`config.mk`:
```
export PLATFORM = sky130hd
export DESIGN_NAME = timer8_dual_compare_pwm
export DESIGN_NICKNAME = d
export VERILOG_FILES = /design/src/verilog/timer8_pkg.sv /design/src/verilog/timer8_dual_compare_pwm.sv
export VERILOG_INCLUDE_DIRS = /design/src /design/src/verilog
export SDC_FILE = /design/constraint.sdc
export NUM_CORES = 1
export LEC_CHECK = 0
export ABC_AREA = 1
export BUFFER_PORTS_ARGS = -buffer_cell sky130_fd_sc_hd__buf_2
export CAP_MARGIN = 30
export CORE_MARGIN = 2
export CORE_UTILIZATION = 57
export DETAILED_ROUTE_END_ITERATION = 8
export PLACE_DENSITY = 0.81
export SYNTH_ARGS = -nofsm -noshare
export SYNTH_HDL_FRONTEND = slang
export SYNTH_SLANG_ARGS = --single-unit
```
`constraint.sdc`:
```
create_clock -name I_MCLK -period 2 [get_ports I_MCLK]
set_input_delay 0.3 -clock I_MCLK [delete_from_list [all_inputs] [get_ports I_MCLK]]
set_output_delay 0.3 -clock I_MCLK [all_outputs]
set_load 0.005 [all_outputs]
```
`src/verilog/timer8_defs.svh`:
```
// Register map, field positions, reset values and mode codes of the timer.
// Assumes inclusion by bare name from the design file.
`ifndef TIMER8_DEFS_SVH
`define TIMER8_DEFS_SVH
`define OFS_CTRL_A     8'h00
`define OFS_CTRL_B     8'h04
`define OFS_CTRL_C     8'h08
`define OFS_COUNT      8'h0c
`define OFS_CMP_A      8'h10
`define OFS_CMP_B      8'h14
`define OFS_MASK       8'h18
`define OFS_FLAG       8'h1c
`define BIT_OVF        0
`define BIT_CMP_A      1
`define BIT_CMP_B      2
`define BIT_FORCE_A    7
`define BIT_FORCE_B    6
`define BIT_WGM_HIGH   3
`define CNT_BOTTOM     8'h00
`define CNT_MAX        8'hff
`define RST_BYTE       8'h00
`define CS_STOP        3'h0
`define CS_DIV1        3'h1
`define CS_DIV8        3'h2
`define CS_DIV64       3'h3
`define CS_DIV256      3'h4
`define CS_DIV1024     3'h5
`define CS_EXT_FALL    3'h6
`define CS_EXT_RISE    3'h7
`define PRE_MASK_8     10'h007
`define PRE_MASK_64    10'h03f
`define PRE_MASK_256   10'h0ff
`define PRE_MASK_1024  10'h3ff
`define COM_NONE       2'h0
`define COM_TOGGLE     2'h1
`define COM_CLEAR      2'h2
`define COM_SET        2'h3
`endif

```
`src/verilog/timer8_pkg.sv`:
```
// Types shared by the timer: waveform modes and the per-unit control carrier.
// Assumes the defines header sits in the include path.
`default_nettype none
package timer8_pkg;
    typedef enum logic [2:0] {
        WM_NORMAL    = 3'b000,
        WM_PHASE_MAX = 3'b001,
        WM_CTC       = 3'b010,
        WM_FAST_MAX  = 3'b011,
        WM_RSVD_4    = 3'b100,
        WM_PHASE_A   = 3'b101,
        WM_RSVD_6    = 3'b110,
        WM_FAST_A    = 3'b111
    } wave_mode_t;

    typedef struct packed {
        logic [1:0] compare_output_mode;
        logic       pwm;
        logic       fast;
        logic       up;
    } unit_ctl_t;
endpackage : timer8_pkg
`default_nettype wire

```
`src/verilog/timer8_dual_compare_pwm.sv`:
```
// 8-bit timer/counter with two compare units, waveform outputs and APB registers.
// Assumes one 20 MHz clock; the external count pin is asynchronous to it.
`default_nettype none
`include "timer8_defs.svh"

// ============================================================
// Compare unit
module timer8_compare_unit (
    input  wire logic                 i_clk,
    input  wire logic                 i_rst_n,
    input  wire timer8_pkg::unit_ctl_t i_ctl,
    input  wire logic [7:0]           i_count,
    input  wire logic [7:0]           i_wr_data,
    input  wire logic                 i_wr,
    input  wire logic                 i_load,
    input  wire logic                 i_tick,
    input  wire logic                 i_block,
    input  wire logic                 i_bottom_evt,
    input  wire logic                 i_force,
    input  wire logic                 i_clear,
    output logic [7:0]                o_active,
    output logic [7:0]                o_buffer,
    output logic                      o_match,
    output logic                      o_flag,
    output logic                      o_wave
);
    logic hit;
    logic act;
    logic wave_next;

    assign o_match = (i_count == o_active);
    assign hit     = i_tick && o_match && !i_block;
    assign act     = hit || i_force;

    always_ff @(posedge i_clk or negedge i_rst_n) begin
        if (!i_rst_n) begin
            o_buffer <= `RST_BYTE;
        end else if (i_wr) begin
            o_buffer <= i_wr_data;
        end
    end

    always_ff @(posedge i_clk or negedge i_rst_n) begin
        if (!i_rst_n) begin
            o_active <= `RST_BYTE;
        end else if (i_wr && !i_ctl.pwm) begin
            o_active <= i_wr_data;
        end else if (i_load && i_ctl.pwm) begin
            o_active <= o_buffer;
        end
    end

    // flag on tick after match; set beats clear
    always_ff @(posedge i_clk or negedge i_rst_n) begin
        if (!i_rst_n) begin
            o_flag <= 1'b0;
        end else if (hit) begin
            o_flag <= 1'b1;
        end else if (i_clear) begin
            o_flag <= 1'b0;
        end
    end

    // waveform action; output mode used live; mode zero idle
    always_comb begin
        wave_next = o_wave;
        if (!i_ctl.pwm) begin
            if (act) begin
                unique case (i_ctl.compare_output_mode)
                    `COM_NONE:   wave_next = o_wave;
                    `COM_TOGGLE: wave_next = !o_wave;
                    `COM_CLEAR:  wave_next = 1'b0;
                    `COM_SET:    wave_next = 1'b1;
                endcase
            end
        end else if (i_ctl.compare_output_mode[1]) begin
            if (hit) begin
                wave_next = i_ctl.compare_output_mode[0] ^ (!i_ctl.fast && !i_ctl.up);
            end else if (i_ctl.fast && i_bottom_evt) begin
                wave_next = !i_ctl.compare_output_mode[0];
            end
        end
    end

    // state register not reset by mode changes
    always_ff @(posedge i_clk or negedge i_rst_n) begin
        if (!i_rst_n) begin
            o_wave <= 1'b0;
        end else begin
            o_wave <= wave_next;
        end
    end
endmodule : timer8_compare_unit

// ============================================================
// Top: APB slave, clock select, counter
module timer8_dual_compare_pwm (
    input  wire logic        I_MCLK,
    input  wire logic        I_RSTN,
    input  wire logic        I_PSEL,
    input  wire logic        I_PENABLE,
    input  wire logic        I_PWRITE,
    input  wire logic [7:0]  I_PADDR,
    input  wire logic [31:0] I_PWDATA,
    output logic [31:0]      O_PRDATA,
    output logic             O_PREADY,
    output logic             O_PSLVERR,
    input  wire logic        I_EXT_COUNT_INPUT,
    input  wire logic        I_ACK_OVF,
    input  wire logic        I_ACK_CMP_A,
    input  wire logic        I_ACK_CMP_B,
    output logic             O_IRQ_OVF,
    output logic             O_IRQ_CMP_A,
    output logic             O_IRQ_CMP_B,
    output logic             O_WAVE_OUT_A,
    output logic             O_WAVE_OUT_B,
    output logic             O_WAVE_EN_A,
    output logic             O_WAVE_EN_B
);
    logic [7:0]             control_a_reg;
    logic [7:0]             control_b_reg;
    logic [7:0]             count_value_reg;
    logic [2:0]             mask_reg;
    logic                   overflow_flag_reg;
    logic                   up_reg;
    logic                   block_reg;
    logic [9:0]             presc_reg;
    logic                   ext_meta_reg;
    logic                   ext_sync_reg;
    logic                   ext_prev_reg;
    logic                   timer_tick;
    logic [2:0]             clock_select;
    timer8_pkg::wave_mode_t waveform_mode;
    logic                   pwm;
    logic                   fast;
    logic                   phase;
    logic                   top_is_a;
    logic [7:0]             top_val;
    logic                   at_top;
    logic                   at_bottom;
    logic                   at_max;
    logic                   wr_en;
    logic                   cnt_wr;
    logic [7:0]             wdat;
    logic [31:0]            rd_data;
    logic                   addr_ok;
    logic                   force_a;
    logic                   force_b;
    logic                   load_evt;
    logic                   bottom_evt;
    logic [7:0]             active_a;
    logic [7:0]             active_b;
    logic [7:0]             buffer_a;
    logic [7:0]             buffer_b;
    logic                   match_a;
    logic                   match_b;
    logic                   compare_a_flag;
    logic                   compare_b_flag;
    logic                   wave_a;
    logic                   wave_b;
    timer8_pkg::unit_ctl_t  ctl_a;
    timer8_pkg::unit_ctl_t  ctl_b;

    // ========================================================
    // APB access
    assign wr_en  = I_PSEL && I_PENABLE && I_PWRITE && O_PREADY;
    assign wdat   = I_PWDATA[7:0];
    assign cnt_wr = wr_en && (I_PADDR == `OFS_COUNT);

    always_comb begin
        rd_data = 32'h0000_0000;
        addr_ok = 1'b1;
        unique case (I_PADDR)
            `OFS_CTRL_A: rd_data[7:0] = control_a_reg;
            `OFS_CTRL_B: rd_data[7:0] = control_b_reg;
            `OFS_CTRL_C: rd_data[7:0] = `RST_BYTE;
            `OFS_COUNT:  rd_data[7:0] = count_value_reg;
            `OFS_CMP_A:  rd_data[7:0] = buffer_a;
            `OFS_CMP_B:  rd_data[7:0] = buffer_b;
            `OFS_MASK:   rd_data[2:0] = mask_reg;
            `OFS_FLAG:   rd_data[2:0] = {compare_b_flag, compare_a_flag, overflow_flag_reg};
            default:     addr_ok = 1'b0;
        endcase
    end

    // Read data is captured in the setup cycle so the access phase ends at once.
    always_ff @(posedge I_MCLK or negedge I_RSTN) begin
        if (!I_RSTN) begin
            O_PREADY  <= 1'b0;
            O_PSLVERR <= 1'b0;
            O_PRDATA  <= 32'h0000_0000;
        end else begin
            O_PREADY  <= I_PSEL && !I_PENABLE;
            O_PSLVERR <= I_PSEL && !I_PENABLE && !addr_ok;
            O_PRDATA  <= (I_PSEL && !I_PENABLE && !I_PWRITE) ? rd_data : 32'h0000_0000;
        end
    end

    always_ff @(posedge I_MCLK or negedge I_RSTN) begin
        if (!I_RSTN) begin
            control_a_reg <= `RST_BYTE;
            control_b_reg <= `RST_BYTE;
            mask_reg      <= 3'h0;
        end else if (wr_en) begin
            if (I_PADDR == `OFS_CTRL_A) begin
                control_a_reg <= wdat;
            end
            if (I_PADDR == `OFS_CTRL_B) begin
                control_b_reg <= {4'h0, wdat[3:0]};
            end
            if (I_PADDR == `OFS_MASK) begin
                mask_reg <= wdat[2:0];
            end
        end
    end

    // force only outside PWM; one-cycle strobe
    assign force_a = wr_en && (I_PADDR == `OFS_CTRL_C) && wdat[`BIT_FORCE_A] && !pwm;
    assign force_b = wr_en && (I_PADDR == `OFS_CTRL_C) && wdat[`BIT_FORCE_B] && !pwm;

    // ========================================================
    // Mode decode
    // mode bits split across controls
    assign waveform_mode = timer8_pkg::wave_mode_t'({control_b_reg[`BIT_WGM_HIGH],
                                                     control_a_reg[1:0]});
    assign clock_select  = control_b_reg[2:0];
    assign pwm      = waveform_mode[0];
    assign fast     = (waveform_mode == timer8_pkg::WM_FAST_MAX)
                   || (waveform_mode == timer8_pkg::WM_FAST_A);
    assign phase    = pwm && !fast;
    assign top_is_a = (waveform_mode == timer8_pkg::WM_CTC)
                   || (waveform_mode == timer8_pkg::WM_PHASE_A)
                   || (waveform_mode == timer8_pkg::WM_FAST_A);
    assign top_val  = top_is_a ? active_a : `CNT_MAX;
    assign at_top   = (count_value_reg == top_val);
    assign at_bottom = (count_value_reg == `CNT_BOTTOM);
    assign at_max    = (count_value_reg == `CNT_MAX);

    // ========================================================
    // Clock select
    always_ff @(posedge I_MCLK or negedge I_RSTN) begin
        if (!I_RSTN) begin
            presc_reg    <= 10'h000;
            ext_meta_reg <= 1'b0;
            ext_sync_reg <= 1'b0;
            ext_prev_reg <= 1'b0;
        end else begin
            presc_reg    <= presc_reg + 10'h001;
            ext_meta_reg <= I_EXT_COUNT_INPUT;
            ext_sync_reg <= ext_meta_reg;
            ext_prev_reg <= ext_sync_reg;
        end
    end

    // source and edge; stop at zero
    always_comb begin
        unique case (clock_select)
            `CS_STOP:     timer_tick = 1'b0;
            `CS_DIV1:     timer_tick = 1'b1;
            `CS_DIV8:     timer_tick = (presc_reg & `PRE_MASK_8) == `PRE_MASK_8;
            `CS_DIV64:    timer_tick = (presc_reg & `PRE_MASK_64) == `PRE_MASK_64;
            `CS_DIV256:   timer_tick = (presc_reg & `PRE_MASK_256) == `PRE_MASK_256;
            `CS_DIV1024:  timer_tick = (presc_reg & `PRE_MASK_1024) == `PRE_MASK_1024;
            `CS_EXT_FALL: timer_tick = ext_prev_reg && !ext_sync_reg;
            `CS_EXT_RISE: timer_tick = !ext_prev_reg && ext_sync_reg;
        endcase
    end

    // ========================================================
    // Counter
    // write beats count; clear, up or down
    always_ff @(posedge I_MCLK or negedge I_RSTN) begin
        if (!I_RSTN) begin
            count_value_reg <= `CNT_BOTTOM;
            up_reg          <= 1'b1;
        end else if (cnt_wr) begin
            count_value_reg <= wdat;
        end else if (timer_tick) begin
            if (!phase) begin
                up_reg <= 1'b1;
                // clear on compare A; wraps in normal mode
                count_value_reg <= (top_is_a && at_top) || (fast && at_top)
                                 ? `CNT_BOTTOM : count_value_reg + 8'h01;
            end else if (up_reg && at_top) begin
                up_reg          <= 1'b0;
                count_value_reg <= count_value_reg - 8'h01;
            end else if (!up_reg && at_bottom) begin
                up_reg          <= 1'b1;
                count_value_reg <= count_value_reg + 8'h01;
            end else begin
                count_value_reg <= up_reg ? count_value_reg + 8'h01
                                          : count_value_reg - 8'h01;
            end
        end
    end

    // block lasts until the next tick
    always_ff @(posedge I_MCLK or negedge I_RSTN) begin
        if (!I_RSTN) begin
            block_reg <= 1'b0;
        end else if (cnt_wr) begin
            block_reg <= 1'b1;
        end else if (timer_tick) begin
            block_reg <= 1'b0;
        end
    end

    // overflow point by mode; set beats clear
    always_ff @(posedge I_MCLK or negedge I_RSTN) begin
        if (!I_RSTN) begin
            overflow_flag_reg <= 1'b0;
        end else if (timer_tick && !cnt_wr && ((!pwm && at_max) || (fast && at_top)
                                            || (phase && !up_reg && at_bottom))) begin
            overflow_flag_reg <= 1'b1;
        end else if (I_ACK_OVF || (wr_en && (I_PADDR == `OFS_FLAG) && wdat[`BIT_OVF])) begin
            overflow_flag_reg <= 1'b0;
        end
    end

    // ========================================================
    // Compare units
    // load at top of sequence
    assign load_evt   = timer_tick && !cnt_wr && at_top && up_reg;
    assign bottom_evt = timer_tick && !cnt_wr && fast && at_top;
    assign ctl_a = '{compare_output_mode: control_a_reg[7:6], pwm: pwm, fast: fast,
                     up: up_reg};
    assign ctl_b = '{compare_output_mode: control_a_reg[5:4], pwm: pwm, fast: fast,
                     up: up_reg};

    // clear by service or write one
    timer8_compare_unit u_cmp_a (
        .i_clk        (I_MCLK),
        .i_rst_n      (I_RSTN),
        .i_ctl        (ctl_a),
        .i_count      (count_value_reg),
        .i_wr_data    (wdat),
        .i_wr         (wr_en && (I_PADDR == `OFS_CMP_A)),
        .i_load       (load_evt),
        .i_tick       (timer_tick),
        .i_block      (block_reg),
        .i_bottom_evt (bottom_evt),
        .i_force      (force_a),
        .i_clear      (I_ACK_CMP_A || (wr_en && (I_PADDR == `OFS_FLAG) && wdat[`BIT_CMP_A])),
        .o_active     (active_a),
        .o_buffer     (buffer_a),
        .o_match      (match_a),
        .o_flag       (compare_a_flag),
        .o_wave       (wave_a)
    );

    timer8_compare_unit u_cmp_b (
        .i_clk        (I_MCLK),
        .i_rst_n      (I_RSTN),
        .i_ctl        (ctl_b),
        .i_count      (count_value_reg),
        .i_wr_data    (wdat),
        .i_wr         (wr_en && (I_PADDR == `OFS_CMP_B)),
        .i_load       (load_evt),
        .i_tick       (timer_tick),
        .i_block      (block_reg),
        .i_bottom_evt (bottom_evt),
        .i_force      (force_b),
        .i_clear      (I_ACK_CMP_B || (wr_en && (I_PADDR == `OFS_FLAG) && wdat[`BIT_CMP_B])),
        .o_active     (active_b),
        .o_buffer     (buffer_b),
        .o_match      (match_b),
        .o_flag       (compare_b_flag),
        .o_wave       (wave_b)
    );

    always_ff @(posedge I_MCLK or negedge I_RSTN) begin
        if (!I_RSTN) begin
            O_IRQ_OVF    <= 1'b0;
            O_IRQ_CMP_A  <= 1'b0;
            O_IRQ_CMP_B  <= 1'b0;
            O_WAVE_OUT_A <= 1'b0;
            O_WAVE_OUT_B <= 1'b0;
            O_WAVE_EN_A  <= 1'b0;
            O_WAVE_EN_B  <= 1'b0;
        end else begin
            O_IRQ_OVF    <= overflow_flag_reg && mask_reg[`BIT_OVF];
            O_IRQ_CMP_A  <= compare_a_flag && mask_reg[`BIT_CMP_A];
            O_IRQ_CMP_B  <= compare_b_flag && mask_reg[`BIT_CMP_B];
            O_WAVE_OUT_A <= wave_a;
            O_WAVE_OUT_B <= wave_b;
            O_WAVE_EN_A  <= control_a_reg[7:6] != `COM_NONE;
            O_WAVE_EN_B  <= control_a_reg[5:4] != `COM_NONE;
        end
    end
endmodule : timer8_dual_compare_pwm
`default_nettype wire

```
# After elaboration in Yosys (flattened, before gate mapping)
# Index checks and enable logic that the tools add are counted.
# W data, S select, Z words.
# word_totals
memories	0
mem_bits_ro	0
in_bits	49
out_inout_bits	41
latchBits	0
register_bits	92
ram_bits	0
# op_classes
n_eq_ne	39
add_sub_neg	3
mul	0
n_reduce_logical	93
n_mux	40
n_bitwise	3
n_div	0
n_lt_le_gt_ge	0
shift	0
# ops
cell	count
$mux W8	13
$logic_and A1 B1 Y1	46
$eq A8 B5 Y1 const B	4
$pmux W5 S5	1
$eq A8 B8 Y1	3
$mux W1	22
$eq A3 B3 Y1 const B	7
$pmux W3 S7	1
$reduce_bool A2 Y1	10
$eq A8 B4 Y1 const B	2
$eq A8 B8 Y1 const B	2
$logic_not A8 Y1	2
$logic_not A1 Y1	14
$eq A3 B2 Y1 const B	4
$logic_or A1 B1 Y1	11
$add A10 B1 Y10 const B	1
$eq A10 B10 Y1 const B	1
$ne A3 B1 Y1 const B	3
$add A8 B1 Y8 const B	1
$eq A2 B2 Y1 const B	4
$eq A8 B3 Y1 const B	1
$pmux W1 S8	1
$reduce_and A4 Y1	2
$reduce_or A8 Y1	1
other kinds (13)	21

# Logic depth before layout (Yosys ltp)
# Gate-level depths: netlist of run 1.
# depth
word_depth	13
mapped_depth	15
mapped_depth_nobuf	14

# Cells and area by module
# Synthesis of run 1 repeated with hierarchy kept, for this count alone.
# hier_totals
cells_unflattened	788
hier_area_um2	5741.8
# by_module_without_submodules
mod	seq_area_each_um2	cells_per_inst	instances	area_each_um2
timer8_dual_compare_pwm	1402.6	490	1	3649.8
timer8_compare_unit	450.4	149	2	1046.0

# Worst setup path before layout of run 1
# Ideal clock, no wire load.
# synth_timing
kind	flip-flop to flip-flop
start	register presc_reg[0]
end	register u_cmp_a.o_wave
period_less_slack_ns	1.853
required_time_ns	1.881
stages_incl_launch_ff	12
arrival_time_ns	1.734
setup_time_ns	0.119
path_buffers	0
path_slack_ns	0.147
path_cell_list	dfrtp_1 ha_1 nand3_1 or2_1 nand3_1 nand2_2 a21oi_4 nand2_1 nand3_1 nand2_1 nor2_1 nor2_1
# synth_via
elab_chain_cells	8
# synth_lines
element	line	source
start: declaration	timer8_dual_compare_pwm.sv:127	logic [9:0] presc_reg;
start signal: assignment	timer8_dual_compare_pwm.sv:248	presc_reg <= presc_reg + 10'h001;
$eq A10 B10 Y1 (no source line) (tied with other cells)	n/a	
$pmux W1 S8 (*)	timer8_dual_compare_pwm.sv:257	unique case (clock_select)
$logic_and A1 B1 Y1 (3 in series)	timer8_dual_compare_pwm.sv:324	assign bottom_evt = timer_tick && !cnt_wr && fast && at_top;
$logic_and A1 B1 Y1	timer8_dual_compare_pwm.sv:79	end else if (i_ctl.fast && i_bottom_evt) begin
$ne A3 B1 Y1 (no source line)	n/a	
$reduce_and A4 Y1 (no source line)	n/a	
end signal: assignment	timer8_dual_compare_pwm.sv:90	o_wave <= wave_next;
end: declaration	timer8_dual_compare_pwm.sv:25	output logic o_wave
# Every way passes the cells marked *; elsewhere a longest branch is shown, timed or not. The select of a mux whose other input is x is not followed.
# A chain may end at the register's enable or synchronous reset.

# Worst setup path in the final report of run 1
# layout_timing
start	register count_value_reg[4]
end	register u_cmp_b.o_active[6]
# layout_via
elab_chain_cells	5
# layout_lines
element	line	source
start: declaration	timer8_dual_compare_pwm.sv:122	logic [7:0] count_value_reg;
start signal: assignment	timer8_dual_compare_pwm.sv:274	count_value_reg <= `CNT_BOTTOM;
start signal: assignment	timer8_dual_compare_pwm.sv:277	count_value_reg <= wdat;
start signal: assignment	timer8_dual_compare_pwm.sv:282	count_value_reg <= (top_is_a && at_top) || (fast && at_top)
$eq A8 B8 Y1	timer8_dual_compare_pwm.sv:235	assign at_top = (count_value_reg == top_val);
$logic_and A1 B1 Y1 (2 in series)	timer8_dual_compare_pwm.sv:323	assign load_evt = timer_tick && !cnt_wr && at_top && up_reg;
$logic_and A1 B1 Y1	timer8_dual_compare_pwm.sv:48	end else if (i_load && i_ctl.pwm) begin
$reduce_bool A2 Y1 (no source line)	n/a	
end signal: assignment	timer8_dual_compare_pwm.sv:45	o_active <= `RST_BYTE;
end signal: assignment	timer8_dual_compare_pwm.sv:47	o_active <= i_wr_data;
end signal: assignment	timer8_dual_compare_pwm.sv:49	o_active <= o_buffer;
end: declaration	timer8_dual_compare_pwm.sv:21	output logic [7:0] o_active,
# No other way between the ends.

==> metrics.txt, run 1 <==
pre-CTS setup slack=-0.0190 ns; Non-Filler Instances=888; reg-to-reg slack, setup=0.04 ns; # setup viols final=0; post-detail-place hpwl=10500 µm; Max VDD drop=0.000446 V; Largest register FFs=10; vias in the first global route=4824; CTS Sinks=92; Root Buffer=clkbuf_8; Synthesis Warnings=0; Setup crit start=count_value_reg[4]; HP Start=I_EXT_COUNT_INPUT; clk slew on worst S/H paths=0.11 ns; Synth Area per Inst=7.59 µm²; Hold Crit Class=in -> reg; Worst Setup EP=u_cmp_b.o_active[6]; initial antenna violation count=0; Post-Syn Area=5180 µm²; Placeable Area=8760 µm²; final global-route overflow total=0; CTS Buffer Depth=2; terminus of the critical flop-to-flop path=u_cmp_b.o_active[6]; min cycle time layout=1.96 ns; WHS=0.0235 ns; CP startpoint kind=flip-flop; FMAX=510 MHz; Setup TNS=0 ns; remaining routing DRC violations=0; critical path endpoint category=flip-flop; Clock Skew=0.0163 ns; first-pass GRT wire length=23300 µm; Port Buffers=41; crit path DAT=2.22 ns; Vias=5050; Yosys reg bits=92; DRT Pass-1 Iters=5; number of max-cap violations=0; 1st-iter DRT viols=370; Cell Chain, Critical Path=inv_4 > nand2_2 > nand2_1 > nor2_1 > nand2_1 > nor2_2 > nand3_4 > nor3_4 > nand2_4 > o22ai_1 > nor2_1; gr usage total=29.9%; htree depth=3; Fin. Hold Viols=0; filler cell count=678; Antenna diodes=0; Leak Pwr=3.06 nW; Tcrit/Tclk final=98.0%; overall power=3.40 mW; layout cell share with drive strength beyond 1=23.5%; worst path bufs/invs=1; Worst R2R Start=count_value_reg[4]; DRT Wirelength=14600 µm; largest net degree at the start of global routing=39; Max Slew Vio Count=0; Worst path depth=11; Inst Count DP=853; worst slew pin tran=0.515 ns; Worst EP required=2.26 ns; fin worst setup slack=0.0390 ns; nets=828; num rows=34; Critical Path Fanout Max=6; wire per inst=16.5 µm; status=finished, final reports clean; Final GP Congestion=0.949; total CTS buffers=9; vias per std cell=5.69; initial core utilization=59.1%; Die Y=99.3 µm; Layout area overhead=19.6%; Yosys cell types=38; largest stage delay on the critical path=0.49 ns; RSZ-0062 raised after global routing=true; Mapped Cells=682; sequential-to-total area share from yosys stat=44.5%; CTS tree=built; Pwr per Cell Area=548 nW/µm²; FF-to-FF path depth=11; dominant delay contributor by cell family on the critical path=simple AND/OR/NAND/NOR gates; Slew Limit Headroom=65.3%; Routed Antenna Nets=0; Die X=99.3 µm; Die ar.=9860 µm²; Critical Path Slowest Stage Cell=dfrtp_2; num ports=90; clk_lat worst skew=0.37 ns; worst setup path class=reg -> reg
through the flow:
| stage | utilization [%] | instance area (µm²) |
|---|---|---|
| after floorplan | - | 5270 |
| after global placement | 64.3 | 5640 |
| after detailed placement | 64.3 | 5640 |
| after CTS | 66.8 | 5850 |
| after global routing | 70.7 | 6200 |
| final | 70.7 | 6200 |
worst reg2reg max path, stage by stage, from the launching register on:
cell and delay, ns:
dfrtp_2 0.49, inv_4 0.06, nand2_2 0.05, nand2_1 0.05, nor2_1 0.10, nand2_1 0.10
nor2_2 0.16, nand3_4 0.17, nor3_4 0.28, nand2_4 0.15, o22ai_1 0.18, nor2_1 0.07
per-layer routing:
layer / vias to the layer above / GRT usage (%) / routed length (µm)
met2: 229 / 48.9 / 7010
li1: 2353 / - / -
met1: 2414 / 39.8 / 5880
met4: 0 / 13.7 / 646
met3: 54 / 4.29 / 1080
met5: - / 0 / 0
timing repair:
item	CTS	global route
buffers inserted	0	18
hold buffers	1	0
gates resized for setup	1	67
setup endpoints to repair	3	28
pin swaps	1	18
hold endpoints to repair	33	0
layout make-up:
cell class / instances / area, µm² / area share, %
flip-flops and latches: 92 / 2310 / 37.3
clock inverters: 7 / 80.1 / 1.29
repair buffers: 93 / 617 / 9.96
clock buffers: 9 / 124 / 2.00
multi-input cells: 485 / 2570 / 41.4
well taps: 108 / 135 / 2.18
inverters: 94 / 360 / 5.82
power breakdown:
part / leakage (nW) / total (mW) / internal, mW / switching (mW)
clock network: 0.0994 / 1.29 / 0.497 / 0.789
registers: 1.18 / 1.89 / 1.88 / 0.0136
logic: 1.78 / 0.224 / 0.0711 / 0.153
total: 3.06 / 3.40 / 2.44 / 0.955
Yosys cell counts:
cell | n | area, µm²
o22ai_1 | 13 | 81.3
nand3_1 | 39 | 195
xnor2_1 | 6 | 52.6
ha_1 | 4 | 50.1
nor3_4 | 1 | 16.3
nor3_1 | 6 | 30.0
nand2_4 | 3 | 33.8
o31ai_1 | 2 | 15.0
o21ai_1 | 1 | 5.00
nand2_1 | 189 | 709
a41oi_1 | 2 | 17.5
buf_2 | 2 | 10.0
clkinv_1 | 1 | 3.75
xor2_1 | 10 | 87.6
conb_1 | 1 | 3.75
clkbuf_1 | 5 | 18.8
buf_4 | 27 | 203
nand3_4 | 1 | 17.5
a21oi_4 | 1 | 16.3
dfrtp_1 | 91 | 2280
nor2_4 | 1 | 11.3
o211ai_1 | 6 | 45.0
and3_1 | 1 | 6.26
nand4_1 | 15 | 93.8
o221ai_1 | 2 | 17.5
or2_1 | 1 | 6.26
nor2_2 | 6 | 37.5
nand3b_1 | 4 | 30.0
a21oi_1 | 27 | 135
o21ai_0 | 57 | 285
dfstp_2 | 1 | 26.3
nand2_2 | 5 | 31.3
nand3_2 | 2 | 20.0
nor2_1 | 49 | 184
nor4_1 | 2 | 12.5
inv_2 | 8 | 30.0
inv_1 | 85 | 319
a221oi_1 | 5 | 43.8
placed cells by master, fill, tap and decap left out, drive strengths merged, types with 2 or more instances in the layout:
| cell type | synthesis | routed |
|---|---|---|
| o221ai | 2 | 2 |
| o211ai | 6 | 6 |
| a41oi | 2 | 2 |
| nor3 | 7 | 7 |
| inv | 93 | 95 |
| clkinv | 1 | 5 |
| nand3b | 4 | 4 |
| a221oi | 5 | 5 |
| clkbuf | 5 | 9 |
| o21ai | 58 | 58 |
| o31ai | 2 | 2 |
| xor2 | 10 | 10 |
| a21oi | 28 | 28 |
| nor4 | 2 | 2 |
| nand4 | 15 | 15 |
| nor2 | 56 | 56 |
| nand3 | 42 | 42 |
| conb | 1 | 24 |
| dfrtp | 91 | 91 |
| nand2 | 197 | 197 |
| xnor2 | 6 | 6 |
| o22ai | 13 | 13 |
| buf | 29 | 92 |
| ha | 4 | 4 |
worst min path at each step:
stage | endpoint | slack, ns | depth (start not counted)
2_1_floorplan | O_IRQ_CMP_A | 0.004 | 0
3_3_place_gp | presc_reg[3] | 0.28 | 1
3_5_place_dp | presc_reg[3] | 0.29 | 1
4_1_cts | ext_meta_reg | 0.02 | 1
5_1_grt | ext_meta_reg | 0.03 | 1
6_report | ext_meta_reg | 0.02 | 1
cells by family after synthesis:
| group | share of synthesized area [%] |
|---|---|
| and+or+nand+nor | 27.7 |
| other | 0.0724 |
| xor gates and xnor gates | 2.71 |
| adders and majority gates | 0.966 |
| AOI/OAI and AO/OA | 12.8 |
| DFF | 44.5 |
| buffers and inverters | 11.3 |
Power figures use the tool's default switching activity.
==> run 2: changes to the inputs <==
GPL_TIMING_DRIVEN = 0   (was unset)
==> run 2 against run 1 <==
- total power rose by 0.99%
- design area increased by 2.5%
- sequential power is essentially flat
- flip-flop and latch count did not move
- clock skew up 0.0046 ns
- critical path depth rose by 1
- count of clock-buffer cells in the layout unchanged
- routed wire length is 5.0% higher
- die area unchanged
- maximum frequency about the same
==> metrics.txt, run 2 (synthesis results as in run 1) <==
Die ar.=9860 µm²; Tcrit/Tclk final=98.1%; Inst Count DP=855; total CTS buffers=9; WHS=0.0131 ns; most common cell after layout, fill and taps aside=nand2_1; filler cell count=648; clk_lat worst skew=0.38 ns; final global-route overflow total=0; DRT Pass-1 Iters=8; Layout area overhead=22.7%; status=finished, final reports clean; remaining routing DRC violations=0; layout cell share with drive strength beyond 1=24.1%; RSZ-0062 raised after global routing=true; CTS tree=built; largest net degree at the start of global routing=71; Critical Path Fanout Max=5; final instance area=6350 µm²; Worst EP required=2.27 ns; post-detail-place hpwl=10600 µm; num rows=34; Clock Skew=0.0209 ns; vias per std cell=5.76; Final GP Congestion=0.981; DRT Wirelength=15300 µm; number of max-cap violations=0; crit path DAT=2.24 ns; CTS Sinks=92; Max Slew Vio Count=0; # setup viols final=0; Max VDD drop=0.000449 V; Die X=99.3 µm; Placeable Area=8760 µm²; worst setup path class=reg -> reg; Pwr per Cell Area=540 nW/µm²; Die Y=99.3 µm; Port Buffers=41; initial antenna violation count=0; Hold Crit Class=in -> reg; commonest cells after routing, fill and taps aside=nand2_1 (177), inv_1 (84), dfrtp_1 (83); Setup TNS=0 ns; Largest register FFs=10; area of the multi-input gates=2570 µm²; gr usage total=30.2%; Post-DP Area=5640 µm²; initial core utilization=59.1%; Root Buffer=clkbuf_8; 1st-iter DRT viols=573; Routed Antenna Nets=0; first-pass GRT wire length=23300 µm; min cycle time layout=1.96 ns; Leak Pwr=3.13 nW; CTS Buffer Depth=2; Non-Filler Instances=906; num ports=90; nets=846; pre-CTS setup slack=-0.129 ns; Slew Limit Headroom=64.3%; wire per inst=16.9 µm; worst slew pin tran=0.535 ns; CP startpoint kind=flip-flop; clk slew on worst S/H paths=0.11 ns; FMAX=510 MHz; Fin. Hold Viols=0; Antenna diodes=0; vias in the first global route=4771; critical path endpoint category=flip-flop; Vias=5221; Reg area=2310 µm²; fin worst setup slack=0.0375 ns; htree depth=3
==> run 2: power by group <==
| group | internal, mW | total, mW | switching, mW |
|---|---|---|---|
| logic | 0.107 | 0.272 | 0.166 |
| clock network | 0.495 | 1.27 | 0.775 |
| registers | 1.88 | 1.89 | 0.0148 |
| total | 2.48 | 3.43 | 0.955 |
==> run 2: timing repair <==
item                                    in CTS  in global routing
endpoints found under the setup margin      26                 28
resized for setup                            7                 73
hold buffers                                 1                  0
pin swaps                                    2                 26
gates cloned                                 0                  1
buffers inserted                             3                 30
hold endpoints to repair                    21                  0
==> run 2: metal layers <==
metal	vias up	wire [µm]	track usage, %
met5	-	0	0
met4	0	734	14.1
met3	77	1510	5.27
met2	345	7290	48.2
met1	2413	5810	40.4
li1	2386	-	-
==> run 2: worst paths after layout <==
check                              startpoint                 end  slack [ns]  cells after the start
max in group asynchronous              I_RSTN    control_a_reg[1]        1.00                      3
hold reg to reg                  ext_meta_reg        ext_sync_reg        0.36                      0
setup reg to reg           count_value_reg[0]  count_value_reg[2]        0.04                     12
hold / removal              I_EXT_COUNT_INPUT        ext_meta_reg        0.01                      1
min in group asynchronous              I_RSTN        presc_reg[4]        0.34                      2
setup / recovery           count_value_reg[0]  count_value_reg[2]        0.04                     12
==> run 2: critical path: stages, from the launching register on <==
cell and delay (ns):
dfrtp_2 0.47, clkinv_4 0.08, ha_2 0.18, nand3_1 0.13
nor2_2 0.21, nand4_1 0.25, buf_6 0.21, nand2_1 0.06
nand2_1 0.04, nand3_1 0.08, nand2_1 0.06, nand2_1 0.05
nand2_1 0.05
==> run 2: through the flow <==
| step | total power [mW] | util (%) |
|---|---|---|
| floorplan | 2.05 | - |
| global placement | 2.15 | 64.0 |
| CTS | 3.40 | 67.2 |
| detailed placement | 2.16 | 64.3 |
| global route | 3.54 | 72.5 |
| finish | 3.43 | 72.5 |
==> run 2: final cells by class <==
type | count | share of cell area [%]
sequential | 92 | 36.4
clock buffer | 9 | 1.95
multi-input combinational | 485 | 40.4
buffer | 34 | 3.82
tap | 108 | 2.13
inverter | 94 | 5.99
clock inverter | 7 | 1.18
timing repair buffer | 77 | 8.13
==> run 3: changes to the inputs <==
REMOVE_ABC_BUFFERS = 1   (was unset)
==> run 3 against run 2 <==
- the run now ends with setup timing left
- clock skew fell by 0.0077 ns
- largest cell class unchanged
- global-route usage down 0.54 points
- flip-flop and latch count stayed put
- first-iteration DRC count shrank 28%
==> metrics.txt, run 3 (synthesis results as in run 1) <==
nets=812; Antenna diodes=0; Largest register FFs=10; Port Buffers=41; Die Y=99.3 µm; Layout area overhead=17.5%; crit path DAT=2.29 ns; Inst Count DP=821; Clock Skew=0.0132 ns; worst setup path class=reg -> reg; vias per std cell=5.70; grt met3 use=6.61%; RSZ-0062 raised after global routing=true; clk slew on worst S/H paths=0.11 ns; Non-Filler Instances=872; # setup viols final=6; CP startpoint kind=flip-flop; CP most frequent cell=nand3_4; Fin. Hold Viols=0; Root Buffer=clkbuf_8; met2 Resource Use GR=46.6%; initial antenna violation count=0; vias in the first global route=4724; CTS tree=built; worst path bufs/invs=1; Routed Antenna Nets=0; Tcrit/Tclk final=102%; most crowded layer after global routing=met2; met1 usage=39.3%; Cell Chain, Critical Path=ha_4 > nand3_4 > or2_4 > nand3_4 > nand2_4 > a21oi_4 > buf_12 > nand3_4 > nand3_1 > o211ai_1; Die X=99.3 µm; num rows=34; worst slew pin tran=0.525 ns; wire per inst=17.0 µm; CTS Buffer Depth=2; WHS=0.0114 ns; htree depth=3; largest stage delay on the critical path=0.45 ns; initial core utilization=59.1%; first-pass GRT wire length=23000 µm; Pwr per Cell Area=561 nW/µm²; Slew Limit Headroom=65.0%; clk_lat worst skew=0.39 ns; num ports=90; overall power=3.42 mW; final global-route overflow total=0; Placeable Area=8760 µm²; violated checks=setup timing; Vias=4968; Critical Path Slowest Stage Cell=dfrtp_1; commonest cells after routing, fill and taps aside=nand2_1 (183), inv_1 (83), dfrtp_1 (82); remaining routing DRC violations=0; status=finished, violations left; 1st-iter DRT viols=414; Max VDD drop=0.000325 V; fin worst setup slack=-0.0444 ns; Critical Path Fanout Max=8; largest net degree at the start of global routing=56; min cycle time layout=2.04 ns; number of max-cap violations=0; CTS Sinks=92; Leak Pwr=2.98 nW; DRT Wirelength=14800 µm; Final GP Congestion=0.982; critical path endpoint category=flip-flop; Hold Crit Class=in -> reg; gr usage total=29.7%; total CTS buffers=9; post-detail-place hpwl=10200 µm; Worst EP required=2.24 ns; most common cell after layout, fill and taps aside=nand2_1; dominant delay contributor by cell family on the critical path=simple AND/OR/NAND/NOR gates; Max Slew Vio Count=0; Die ar.=9860 µm²; DRT Pass-1 Iters=5; FMAX=489 MHz; layout cell share with drive strength beyond 1=20.4%
[run 3: power breakdown]
group          total (mW)  switching (mW)  internal (mW)
Sequential           1.89          0.0154           1.88
Combinational       0.226           0.154         0.0715
Clock                1.30           0.802          0.497
Total                3.42           0.972           2.44
[run 3: final timing paths]
| check | startpoint | end | slack [ns] | depth (start not counted) |
|---|---|---|---|---|
| worst max-delay path | presc_reg[1] | u_cmp_a.o_active[7] | -0.04 | 10 |
| worst min-delay path | I_EXT_COUNT_INPUT | ext_meta_reg | 0.01 | 1 |
| worst max register to register | presc_reg[1] | u_cmp_a.o_active[7] | -0.04 | 10 |
| worst min register to register | ext_meta_reg | ext_sync_reg | 0.36 | 0 |
| max in group asynchronous | I_RSTN | u_cmp_b.o_active[7] | 0.91 | 3 |
| min in group asynchronous | I_RSTN | O_IRQ_OVF | 0.44 | 2 |
[run 3: repair_timing]
item,CTS,global route
endpoints found under the setup margin,28,28
resized for setup,11,47
endpoints found under the hold margin,36,0
buffers inserted,10,24
pin swaps,4,18
hold buffers,1,0
[run 3: area by class of cell]
type / count / area, µm²
Tap cell: 108 / 135
Fill cell: 682 / 2680
Clock inverter: 7 / 80.1
Clock buffer: 9 / 124
Inverter: 94 / 374
Multi-Input combinational cell: 485 / 2530
Sequential cell: 92 / 2310
Timing Repair Buffer: 77 / 520
[run 3: layer usage]
metal / routed length, µm / part of all wire, %
met5: 0 / 0
met4: 509 / 3.4
met3: 1230 / 8.3
met2: 6960 / 47
met1: 6080 / 41
[run 3: per-stage QoR]
step	util [%]	area [µm²]	setup slack, ns	TNS (ns)
6_report	69.4	6080	-0.0444	-0.150
5_1_grt	69.4	6080	-0.0975	-1.19
4_1_cts	65.4	5730	-0.00430	-0.0120
3_5_place_dp	61.7	5400	-0.664	-15.65
3_3_place_gp	61.3	5370	-0.660	-31.85
2_1_floorplan	-	5030	-0.00374	-0.0167
